--- config.mk ---
export PLATFORM = sky130hd
export DESIGN_NAME = csr_core
export DESIGN_NICKNAME = d
export VERILOG_FILES = /design/src/csr_pkg.sv /design/src/csr_core.sv
export SDC_FILE = /design/constraint.sdc
export NUM_CORES = 1
export LEC_CHECK = 0
export BUFFER_PORTS_ARGS = -buffer_cell sky130_fd_sc_hd__buf_2
export CAP_MARGIN = 20
export CORE_UTILIZATION = 30
export DETAILED_ROUTE_END_ITERATION = 10
export SYNTH_ARGS = -nofsm -noshare
export SYNTH_HDL_FRONTEND = slang
export SYNTH_SLANG_ARGS = --single-unit
--- constraint.sdc ---
create_clock -name clk -period 3.6 [get_ports clk]
set_input_delay 0.18 -clock clk [delete_from_list [all_inputs] [get_ports clk]]
set_output_delay 0.18 -clock clk [all_outputs]
set_load 0.03 [all_outputs]
--- src/csr_pkg.sv ---
// Constants, offsets and types for the core special registers block.
package csr_pkg;

    // ------------------------------------------------------------------
    // Register offsets on the plain register port
    // ------------------------------------------------------------------
    localparam logic [7:0] ADDR_INDIRECT  = 8'h00;
    localparam logic [7:0] ADDR_BANK      = 8'h01;
    localparam logic [7:0] ADDR_PC        = 8'h02;
    localparam logic [7:0] ADDR_POINTER   = 8'h04;
    localparam logic [7:0] ADDR_CONTROL   = 8'h40;
    localparam logic [7:0] ADDR_STATUS    = 8'h41;
    localparam logic [7:0] ADDR_TIMER     = 8'h42;
    localparam logic [7:0] ADDR_PC_HI     = 8'h43;
    localparam logic [7:0] ADDR_DATA_LAST = 8'h3f;

    // ------------------------------------------------------------------
    // Control register fields
    // ------------------------------------------------------------------
    localparam int CTL_EXT_EDGE   = 7;
    localparam int CTL_GIE        = 6;
    localparam int CTL_SRC        = 5;
    localparam int CTL_EDGE       = 4;
    localparam int CTL_PRE_EN     = 3;
    localparam int CTL_RATIO_HI   = 2;
    localparam logic [7:0] CONTROL_RESET = 8'h00;
    localparam logic [7:0] BANK_RESET    = 8'h00;
    localparam int BANK_BITS      = 2;
    localparam int POINTER_BITS   = 6;

    // ------------------------------------------------------------------
    // Program counter and stack
    // ------------------------------------------------------------------
    localparam int PC_W       = 11;
    localparam int PAGE_BITS  = 10;
    localparam int STACK_D    = 8;
    localparam int STACK_AW   = 3;
    localparam logic [PC_W-1:0] PC_RESET = 11'h000;

    // Oscillator clocks per instruction cycle.
    localparam int OSC_PER_CYCLE = 2;

    // ------------------------------------------------------------------
    // Flow-control operations issued by the instruction core
    // ------------------------------------------------------------------
    typedef enum logic [3:0] {
        OP_NONE,
        OP_NEXT,
        OP_JUMP,
        OP_CALL,
        OP_LONG_JUMP,
        OP_LONG_CALL,
        OP_RETURN,
        OP_RETURN_LIT,
        OP_RETURN_IRQ,
        OP_ENABLE_IRQ,
        OP_DISABLE_IRQ,
        OP_TAKE_IRQ
    } csr_op_t;

    typedef enum logic [0:0] {
        ST_READY,
        ST_SECOND
    } csr_state_t;

endpackage

--- src/csr_core.sv ---
// Special-purpose core registers: control, timer, bank, pointer, PC, stack.
//
// Added by the designer: the address map and the address-and-strobe port.
module csr_core
    import csr_pkg::*;
(
    // Clock and reset
    input  wire logic             clk,
    input  wire logic             rst,
    // Register port
    input  wire logic [7:0]       reg_addr,
    input  wire logic [7:0]       reg_wdata,
    input  wire logic             reg_wr,
    input  wire logic             reg_rd,
    output logic      [7:0]       reg_rdata,
    // Instruction core
    input  wire csr_op_t          op,
    input  wire logic [PC_W-1:0]  op_target,
    input  wire logic             pc_add,
    input  wire logic [7:0]       acc_value,
    output logic                  op_busy,
    // Pins
    input  wire logic             timer_input_pin,
    input  wire logic             ext_irq_pin_a,
    input  wire logic             ext_irq_pin_b,
    // Status outputs
    output logic      [PC_W-1:0]  pc_out,
    output logic      [BANK_BITS-1:0] bank_sel,
    output logic                  irq_enable,
    output logic                  counter_overflow_flag,
    output logic                  ext_edge_a,
    output logic                  ext_edge_b
);

    // ------------------------------------------------------------------
    // State
    // ------------------------------------------------------------------
    logic [7:0]             control_q;
    logic [BANK_BITS-1:0]   bank_q;
    logic [POINTER_BITS-1:0] pointer_q;

    logic [7:0]             timer_q;
    logic [7:0]             pre_q;
    logic                   ovf_q;
    logic                   tpin_q;

    logic                   pa_q;
    logic                   pb_q;
    logic                   edge_a_q;
    logic                   edge_b_q;

    logic [PC_W-1:0]        pc_q;
    logic [PC_W-1:0]        stack_q [STACK_D];
    logic [STACK_AW-1:0]    sp_q;

    logic [7:0]             data_q [64];
    logic [7:0]             rdata_q;

    csr_state_t             state_q;
    logic [PC_W-1:0]        hold_q;
    logic                   hold_call_q;

    // ------------------------------------------------------------------
    // Register decode
    // ------------------------------------------------------------------
    wire       hit_ind   = reg_addr == ADDR_INDIRECT;
    wire       hit_bank  = reg_addr == ADDR_BANK;
    wire       hit_pc    = reg_addr == ADDR_PC;
    wire       hit_ptr   = reg_addr == ADDR_POINTER;
    wire       hit_ctl   = reg_addr == ADDR_CONTROL;
    wire       hit_stat  = reg_addr == ADDR_STATUS;
    wire       hit_tmr   = reg_addr == ADDR_TIMER;
    wire       hit_pchi  = reg_addr == ADDR_PC_HI;
    wire       hit_data  = (reg_addr <= ADDR_DATA_LAST) && !hit_ind
                           && !hit_bank && !hit_pc && !hit_ptr;

    // Indirect accesses go to the location held in the pointer.
    wire [5:0] data_idx  = hit_ind ? pointer_q : reg_addr[5:0];
    wire       data_wr   = reg_wr && (hit_ind || hit_data);

    // An indirect access that points back at a special register is dropped.
    wire       ind_spec  = pointer_q <= 6'h04;

    // ------------------------------------------------------------------
    // Timer tick selection
    // ------------------------------------------------------------------
    wire       src_ext   = control_q[CTL_SRC];
    wire       pin_rise  = timer_input_pin && !tpin_q;
    wire       pin_fall  = !timer_input_pin && tpin_q;
    wire       ext_tick  = control_q[CTL_EDGE] ? pin_fall : pin_rise;
    wire       src_tick  = src_ext ? ext_tick : 1'b1;
    wire [2:0] ratio     = control_q[CTL_RATIO_HI:0];

    // Ratio code n divides by 2^(n+1).
    wire [7:0] pre_mask  = 8'((9'h002 << ratio) - 9'h001);
    wire       pre_done  = (pre_q & pre_mask) == pre_mask;
    wire       tmr_tick  = src_tick
                           && (!control_q[CTL_PRE_EN] || pre_done);
    wire       tmr_wrap  = tmr_tick && (timer_q == 8'hff);

    wire       ovf_clr   = reg_wr && hit_stat && !reg_wdata[0];

    // ------------------------------------------------------------------
    // External interrupt edges
    // ------------------------------------------------------------------
    wire       fall_sel  = control_q[CTL_EXT_EDGE];
    wire       a_edge    = fall_sel ? (pa_q && !ext_irq_pin_a)
                                    : (!pa_q && ext_irq_pin_a);
    wire       b_edge    = fall_sel ? (pb_q && !ext_irq_pin_b)
                                    : (!pb_q && ext_irq_pin_b);

    // ------------------------------------------------------------------
    // Program counter next value
    // ------------------------------------------------------------------
    wire [PC_W-1:0]     pc_inc  = pc_q + 11'h001;
    wire [PC_W-1:0]     top     = stack_q[sp_q - 3'h1];

    wire                pc_wr   = reg_wr && hit_pc;
    wire                pop     = (op == OP_RETURN) || (op == OP_RETURN_LIT)
                                  || (op == OP_RETURN_IRQ);
    wire                push    = (op == OP_CALL) || (op == OP_TAKE_IRQ);
    wire                lng     = (op == OP_LONG_JUMP)
                                  || (op == OP_LONG_CALL);
    wire                ready   = state_q == ST_READY;
    wire                op_ok   = ready && !pc_add && !pc_wr;

    logic [PC_W-1:0]    pc_d;

    always_comb
    begin
        pc_d = pc_q;
        if (state_q == ST_SECOND)
            pc_d = hold_q;
        else if (pc_add)
            pc_d = pc_q + {3'h0, acc_value};
        else if (pc_wr)
            pc_d = {pc_q[PC_W-1:8], reg_wdata};
        else
            case (op)
                OP_JUMP, OP_CALL:
                    pc_d = {pc_q[PC_W-1], op_target[PAGE_BITS-1:0]};
                OP_TAKE_IRQ:
                    pc_d = op_target;
                OP_RETURN, OP_RETURN_LIT, OP_RETURN_IRQ:
                    pc_d = top;
                OP_NEXT, OP_ENABLE_IRQ, OP_DISABLE_IRQ:
                    pc_d = pc_inc;
                default:
                    pc_d = pc_q;
            endcase
    end

    // ------------------------------------------------------------------
    // Control, bank and pointer registers
    // ------------------------------------------------------------------
    always_ff @(posedge clk or posedge rst)
    begin
        if (rst)
        begin
            control_q <= CONTROL_RESET;
            bank_q    <= BANK_RESET[BANK_BITS-1:0];
            pointer_q <= 6'h00;
        end
        else
        begin
            if (reg_wr && hit_ctl)
            begin
                control_q[7]   <= reg_wdata[7];
                control_q[5:0] <= reg_wdata[5:0];
            end

            if (op_ok && (op == OP_DISABLE_IRQ || op == OP_TAKE_IRQ))
                control_q[CTL_GIE] <= 1'b0;
            else if (op_ok && (op == OP_ENABLE_IRQ || op == OP_RETURN_IRQ))
                control_q[CTL_GIE] <= 1'b1;

            if (reg_wr && hit_bank)
                bank_q <= reg_wdata[BANK_BITS-1:0];
            if (reg_wr && hit_ptr)
                pointer_q <= reg_wdata[POINTER_BITS-1:0];
        end
    end

    // ------------------------------------------------------------------
    // Timer, prescaler and overflow flag
    // ------------------------------------------------------------------
    always_ff @(posedge clk or posedge rst)
    begin
        if (rst)
        begin
            timer_q <= 8'h00;
            pre_q   <= 8'h00;
            ovf_q   <= 1'b0;
            tpin_q  <= 1'b0;
        end
        else
        begin
            tpin_q <= timer_input_pin;
            if (reg_wr && hit_tmr)
            begin
                timer_q <= reg_wdata;
                pre_q   <= 8'h00;
            end
            else
            begin
                if (src_tick)
                    pre_q <= pre_done ? 8'h00 : pre_q + 8'h01;
                if (tmr_tick)
                    timer_q <= timer_q + 8'h01;
            end

            // A new overflow wins over a clear in the same cycle.
            if (tmr_wrap)
                ovf_q <= 1'b1;
            else if (ovf_clr)
                ovf_q <= 1'b0;
        end
    end

    // ------------------------------------------------------------------
    // External pins
    // ------------------------------------------------------------------
    always_ff @(posedge clk or posedge rst)
    begin
        if (rst)
        begin
            pa_q     <= 1'b0;
            pb_q     <= 1'b0;
            edge_a_q <= 1'b0;
            edge_b_q <= 1'b0;
        end
        else
        begin
            pa_q     <= ext_irq_pin_a;
            pb_q     <= ext_irq_pin_b;
            edge_a_q <= a_edge;
            edge_b_q <= b_edge;
        end
    end

    // ------------------------------------------------------------------
    // Program counter, stack and two-cycle sequencing
    // ------------------------------------------------------------------
    always_ff @(posedge clk or posedge rst)
    begin
        if (rst)
        begin
            pc_q        <= PC_RESET;
            sp_q        <= '0;
            state_q     <= ST_READY;
            hold_q      <= PC_RESET;
            hold_call_q <= 1'b0;
        end
        else
        begin
            pc_q <= pc_d;
            case (state_q)
                ST_READY:
                    if (lng && op_ok)
                    begin
                        state_q     <= ST_SECOND;
                        hold_q      <= op_target;
                        hold_call_q <= op == OP_LONG_CALL;
                        pc_q        <= pc_q;
                    end
                ST_SECOND:
                    state_q <= ST_READY;
                default:
                    state_q <= ST_READY;
            endcase

            // The pointer wraps so the oldest entry is overwritten.
            if (op_ok && push)
                sp_q <= sp_q + 3'h1;
            else if (state_q == ST_SECOND && hold_call_q)
                sp_q <= sp_q + 3'h1;
            else if (op_ok && pop)
                sp_q <= sp_q - 3'h1;
        end
    end

    always_ff @(posedge clk)
    begin
        if (op_ok && push)
            stack_q[sp_q] <= (op == OP_TAKE_IRQ) ? pc_q : pc_inc;
        else if (state_q == ST_SECOND && hold_call_q)
            stack_q[sp_q] <= pc_inc;
    end

    // ------------------------------------------------------------------
    // General data locations, banked from 20h up
    // ------------------------------------------------------------------
    wire [5:0] bank_idx = data_idx;
    wire       banked   = bank_idx[5] && bank_q[0];

    logic [7:0] data_hi [32];

    always_ff @(posedge clk)
    begin
        if (data_wr && !(hit_ind && ind_spec))
        begin
            if (banked)
                data_hi[bank_idx[4:0]] <= reg_wdata;
            else
                data_q[bank_idx] <= reg_wdata;
        end
    end

    // ------------------------------------------------------------------
    // Read path; the accumulator has no address
    // ------------------------------------------------------------------
    wire [7:0] stat_val = {7'h00, ovf_q};
    wire [7:0] data_val = banked ? data_hi[bank_idx[4:0]] : data_q[bank_idx];

    wire [7:0] rd_mux   =
        hit_ctl  ? control_q :
        hit_bank ? {6'h00, bank_q} :
        hit_pc   ? pc_q[7:0] :
        hit_pchi ? {5'h00, pc_q[PC_W-1:8]} :
        hit_ptr  ? {2'h0, pointer_q} :
        hit_stat ? stat_val :
        hit_tmr  ? timer_q :
        (hit_ind && ind_spec) ? 8'h00 :
        (hit_ind || hit_data) ? data_val :
        8'h00;

    always_ff @(posedge clk or posedge rst)
    begin
        if (rst)
            rdata_q <= 8'h00;
        else if (reg_rd)
            rdata_q <= rd_mux;
        else
            rdata_q <= 8'h00;
    end

    // ------------------------------------------------------------------
    // Outputs
    // ------------------------------------------------------------------
    assign reg_rdata             = rdata_q;
    assign pc_out                = pc_q;
    assign bank_sel              = bank_q;
    assign irq_enable            = control_q[CTL_GIE];
    assign counter_overflow_flag = ovf_q;
    assign ext_edge_a            = edge_a_q;
    assign ext_edge_b            = edge_b_q;
    assign op_busy               = state_q == ST_SECOND;

endmodule

==> out/qor.yml <==
max_freq_mhz: 302
ys.flop_type: "edfxtp_1"
antenna_found_initial: 6
insertion_delay_ns: 0.66
fin_tns_setup_ns: 0
skew_ns: 0.0294
grt_pass1_vias: 22900
violations: "design-rule violations"
critPathBufInv: 2
portBuffers: 72
setup_viol: 0
syn_avg_cell_area_sq_um: 15.3
cellLeakagePower_uw: 0.0143
cts_root_buffer: "clkbuf_16"
nNetsFinal: 2772
die_w_um: 355
clockBufferDepth: 3
multi_input_area_sq_mm: 0.00922
ys_warn_count: 0
start_kind: "flop"
period_needed_ns: 3.31
drt-pass1-iter-count: 9
synthesis.instances: 2441
drive_above_1_share_pct: 18.8
hold_viol: 0
fin_crit_sh_pct: 92.0
seq_area_sq_mm: 0.0275
holdPathStages: 1
crit_path_max_fanout: 78
routed-via-count: 24000
die-area_sq_mm: 0.126
p_per_area_mw_per_mm2: 572
clock_sinks: 929
required_ns: 4.18
report.power.total_uw: 25300
end_kind: "flop"
start_util_pct: 30.2
hold_end: "data_q[51][7]"
async_reset_ff_share_pct: 7.86
regToRegStartpoint: "pointer_q[1]"
gr-total-overflow: 0
diodes: 0
path_delay_family: "compound AO/OA/AOI/OAI gates"
path_cells: "or2_2 > a311o_2 > buf_12 > buf_4 > o22a_1 > a31oi_1 > a2111oi_0 > nand4_1 > a21o_1 > o22ai_1"
grt_start_max_net_pins: 99
maxCapViolCount: 0
ant_nets: 0
cts_max_level: 3
wl_per_cell_um: 25.0
yosysUniqueCellTypes: 83
finish.utilization_pct: 35.8
r2r_cells: 10
arrival_ns: 3.89
status: "complete, but fails checks"
drc: 20
syn-cell-area_sq_mm: 0.0374
cts_tree: "built"
place_inst: 4234
max_stage_delay_ns: 0.54
holdCritStartpoint: "reg_wdata[7]"
ios: 73
ys_ff_latch: 929
path_clk_slew_ns: 0.06
drt_iter0_markers: 2865
fin_cells: 4422
max_slew_margin_pct: 28.5
die_h_um: 355
ys_seq_area_share_pct: 73.5
area_growth_pct: 18.3
vias_per_cell: 5.42
track_usage_pct: 17.1
hold_class: "primary input to flop"
rsz0062_at_grt: "false"
coreArea_sq_mm: 0.124
place_congestion: 0.872
drv_slew: 0
rows: 129
criticalPathCategory: "flop to flop"
numCtsBuffers: 93
reg2reg_slack_ns: 0.29
worstMarginPinSlew_ns: 1.07
fill_cells: 11700
grt_pass1_wl_um: 160000
synth_edf_count: 856
dp.final_hpwl_um: 70500
cp_num_cells: 10
cpMaxStageDelayCell: "a2111oi_0"
postCtsResizedCells: 0
drt_wl_total_um: 110000
vdd_drop_max_mv: 0.346
r2r_end: "reg_rdata[6]"
sequential cells by signal (all words and copies together), names as in the netlist:
signal and cells:
ext_edge_b 1, counter_overflow_flag 1, pre_q 8, control_q 8, tpin_q 1, timer_q 8
op_busy 1, pa_q 1, ext_edge_a 1, pc_out 11, sp_q 3, data_hi 256
data_q 512, pb_q 1, reg_rdata 8, bank_sel 2, stack_q 88, pointer_q 6
hold_q 11, hold_call_q 1
per-stage QoR:
step / hold slack (ns) / setup slack [ns] / instance area (sq um)
3_5_place_dp: 0.321 / 0.0432 / 41200
6_report: 0.0350 / 0.290 / 44300
5_1_grt: 0.0226 / 0.157 / 44300
4_1_cts: 0.00722 / 0.398 / 44300
3_3_place_gp: 0.316 / 0.0744 / 41200
2_1_floorplan: 0.211 / 0.216 / 37600
report_power, final:
group,total [uW],internal (uW),switching (uW)
logic,3390,1310,2080
clock network,9360,5220,4140
registers,12600,12200,381
cells in the mapped netlist, types with 43 or more instances:
cell type / instances / area share (%)
or3_1: 139 / 2.3
nor2_1: 103 / 1.0
o211ai_1: 69 / 1.4
o22a_1: 100 / 2.3
nor3_1: 76 / 1.0
a31oi_1: 44 / 0.74
nand2_1: 74 / 0.74
o22ai_1: 156 / 2.6
clkbuf_1: 102 / 1.0
buf_2: 43 / 0.57
o21ai_0: 120 / 1.6
edfxtp_1: 856 / 69
dfrtp_1: 73 / 4.9
per-layer routing:
layer | track usage [%] | vias up | routed length [um]
li1 | - | 10400 | -
met1 | 24.2 | 12300 | 47300
met2 | 26.4 | 1126 | 50300
met3 | 3.86 | 139 | 10500
met4 | 4.32 | 6 | 2250
met5 | 0 | - | 41
timing repair:
item                      CTS  global route
setup buffers               0             0
hold endpoints to repair   64             0
hold buffers               19             0
worst max-delay path by stage:
| stage | startpoint | endpoint | slack (ns) |
|---|---|---|---|
| finish | pointer_q[1] | reg_rdata[6] | 0.29 |
| global route | pointer_q[1] | reg_rdata[6] | 0.16 |
| CTS | pointer_q[1] | reg_rdata[7] | 0.40 |
| detailed placement | reg_addr[5] | reg_rdata[1] | 0.04 |
| global placement | reg_addr[5] | reg_rdata[6] | 0.07 |
| floorplan | sp_q[0] | pc_out[10] | 0.22 |
cell usage in the layout, fill, tap and decap left out, types with 19 or more instances in the layout:
master,netlist,final
a21oi_1,22,22
a22oi_1,39,39
a31oi_1,44,44
buf_2,43,64
buf_4,7,222
clkbuf_1,102,19
clkbuf_16,0,95
clkinv_1,0,21
conb_1,1,32
dfrtp_1,73,73
dlygate4sd3_1,0,19
edfxtp_1,856,856
mux2_2,29,29
mux4_2,22,22
nand2_1,74,74
nand3_1,26,26
nand4_1,29,29
nor2_1,103,102
nor3_1,76,71
o211ai_1,69,69
o21ai_0,120,120
o22a_1,100,100
o22ai_1,156,156
or3_1,139,139
xor2_1,22,22
cell families after synthesis:
group	share of synthesized area [%]
AOI/OAI and AO/OA	12.8
xor gates and xnor gates	0.866
adders and majority gates	0.488
buffers and inverters	2.42
DFF	73.5
muxes	2.49
other	0.0100
and+or+nand+nor	7.40
area by class of cell:
type / instances / area share (%)
tap: 1637 / 4.62
clock inverter: 55 / 1.06
multi-input combinational: 1348 / 20.8
sequential: 929 / 62.2
inverter: 16 / 0.138
timing repair buffer: 323 / 5.69
clock buffer: 114 / 5.53
(Power assumes the default switching activity.)
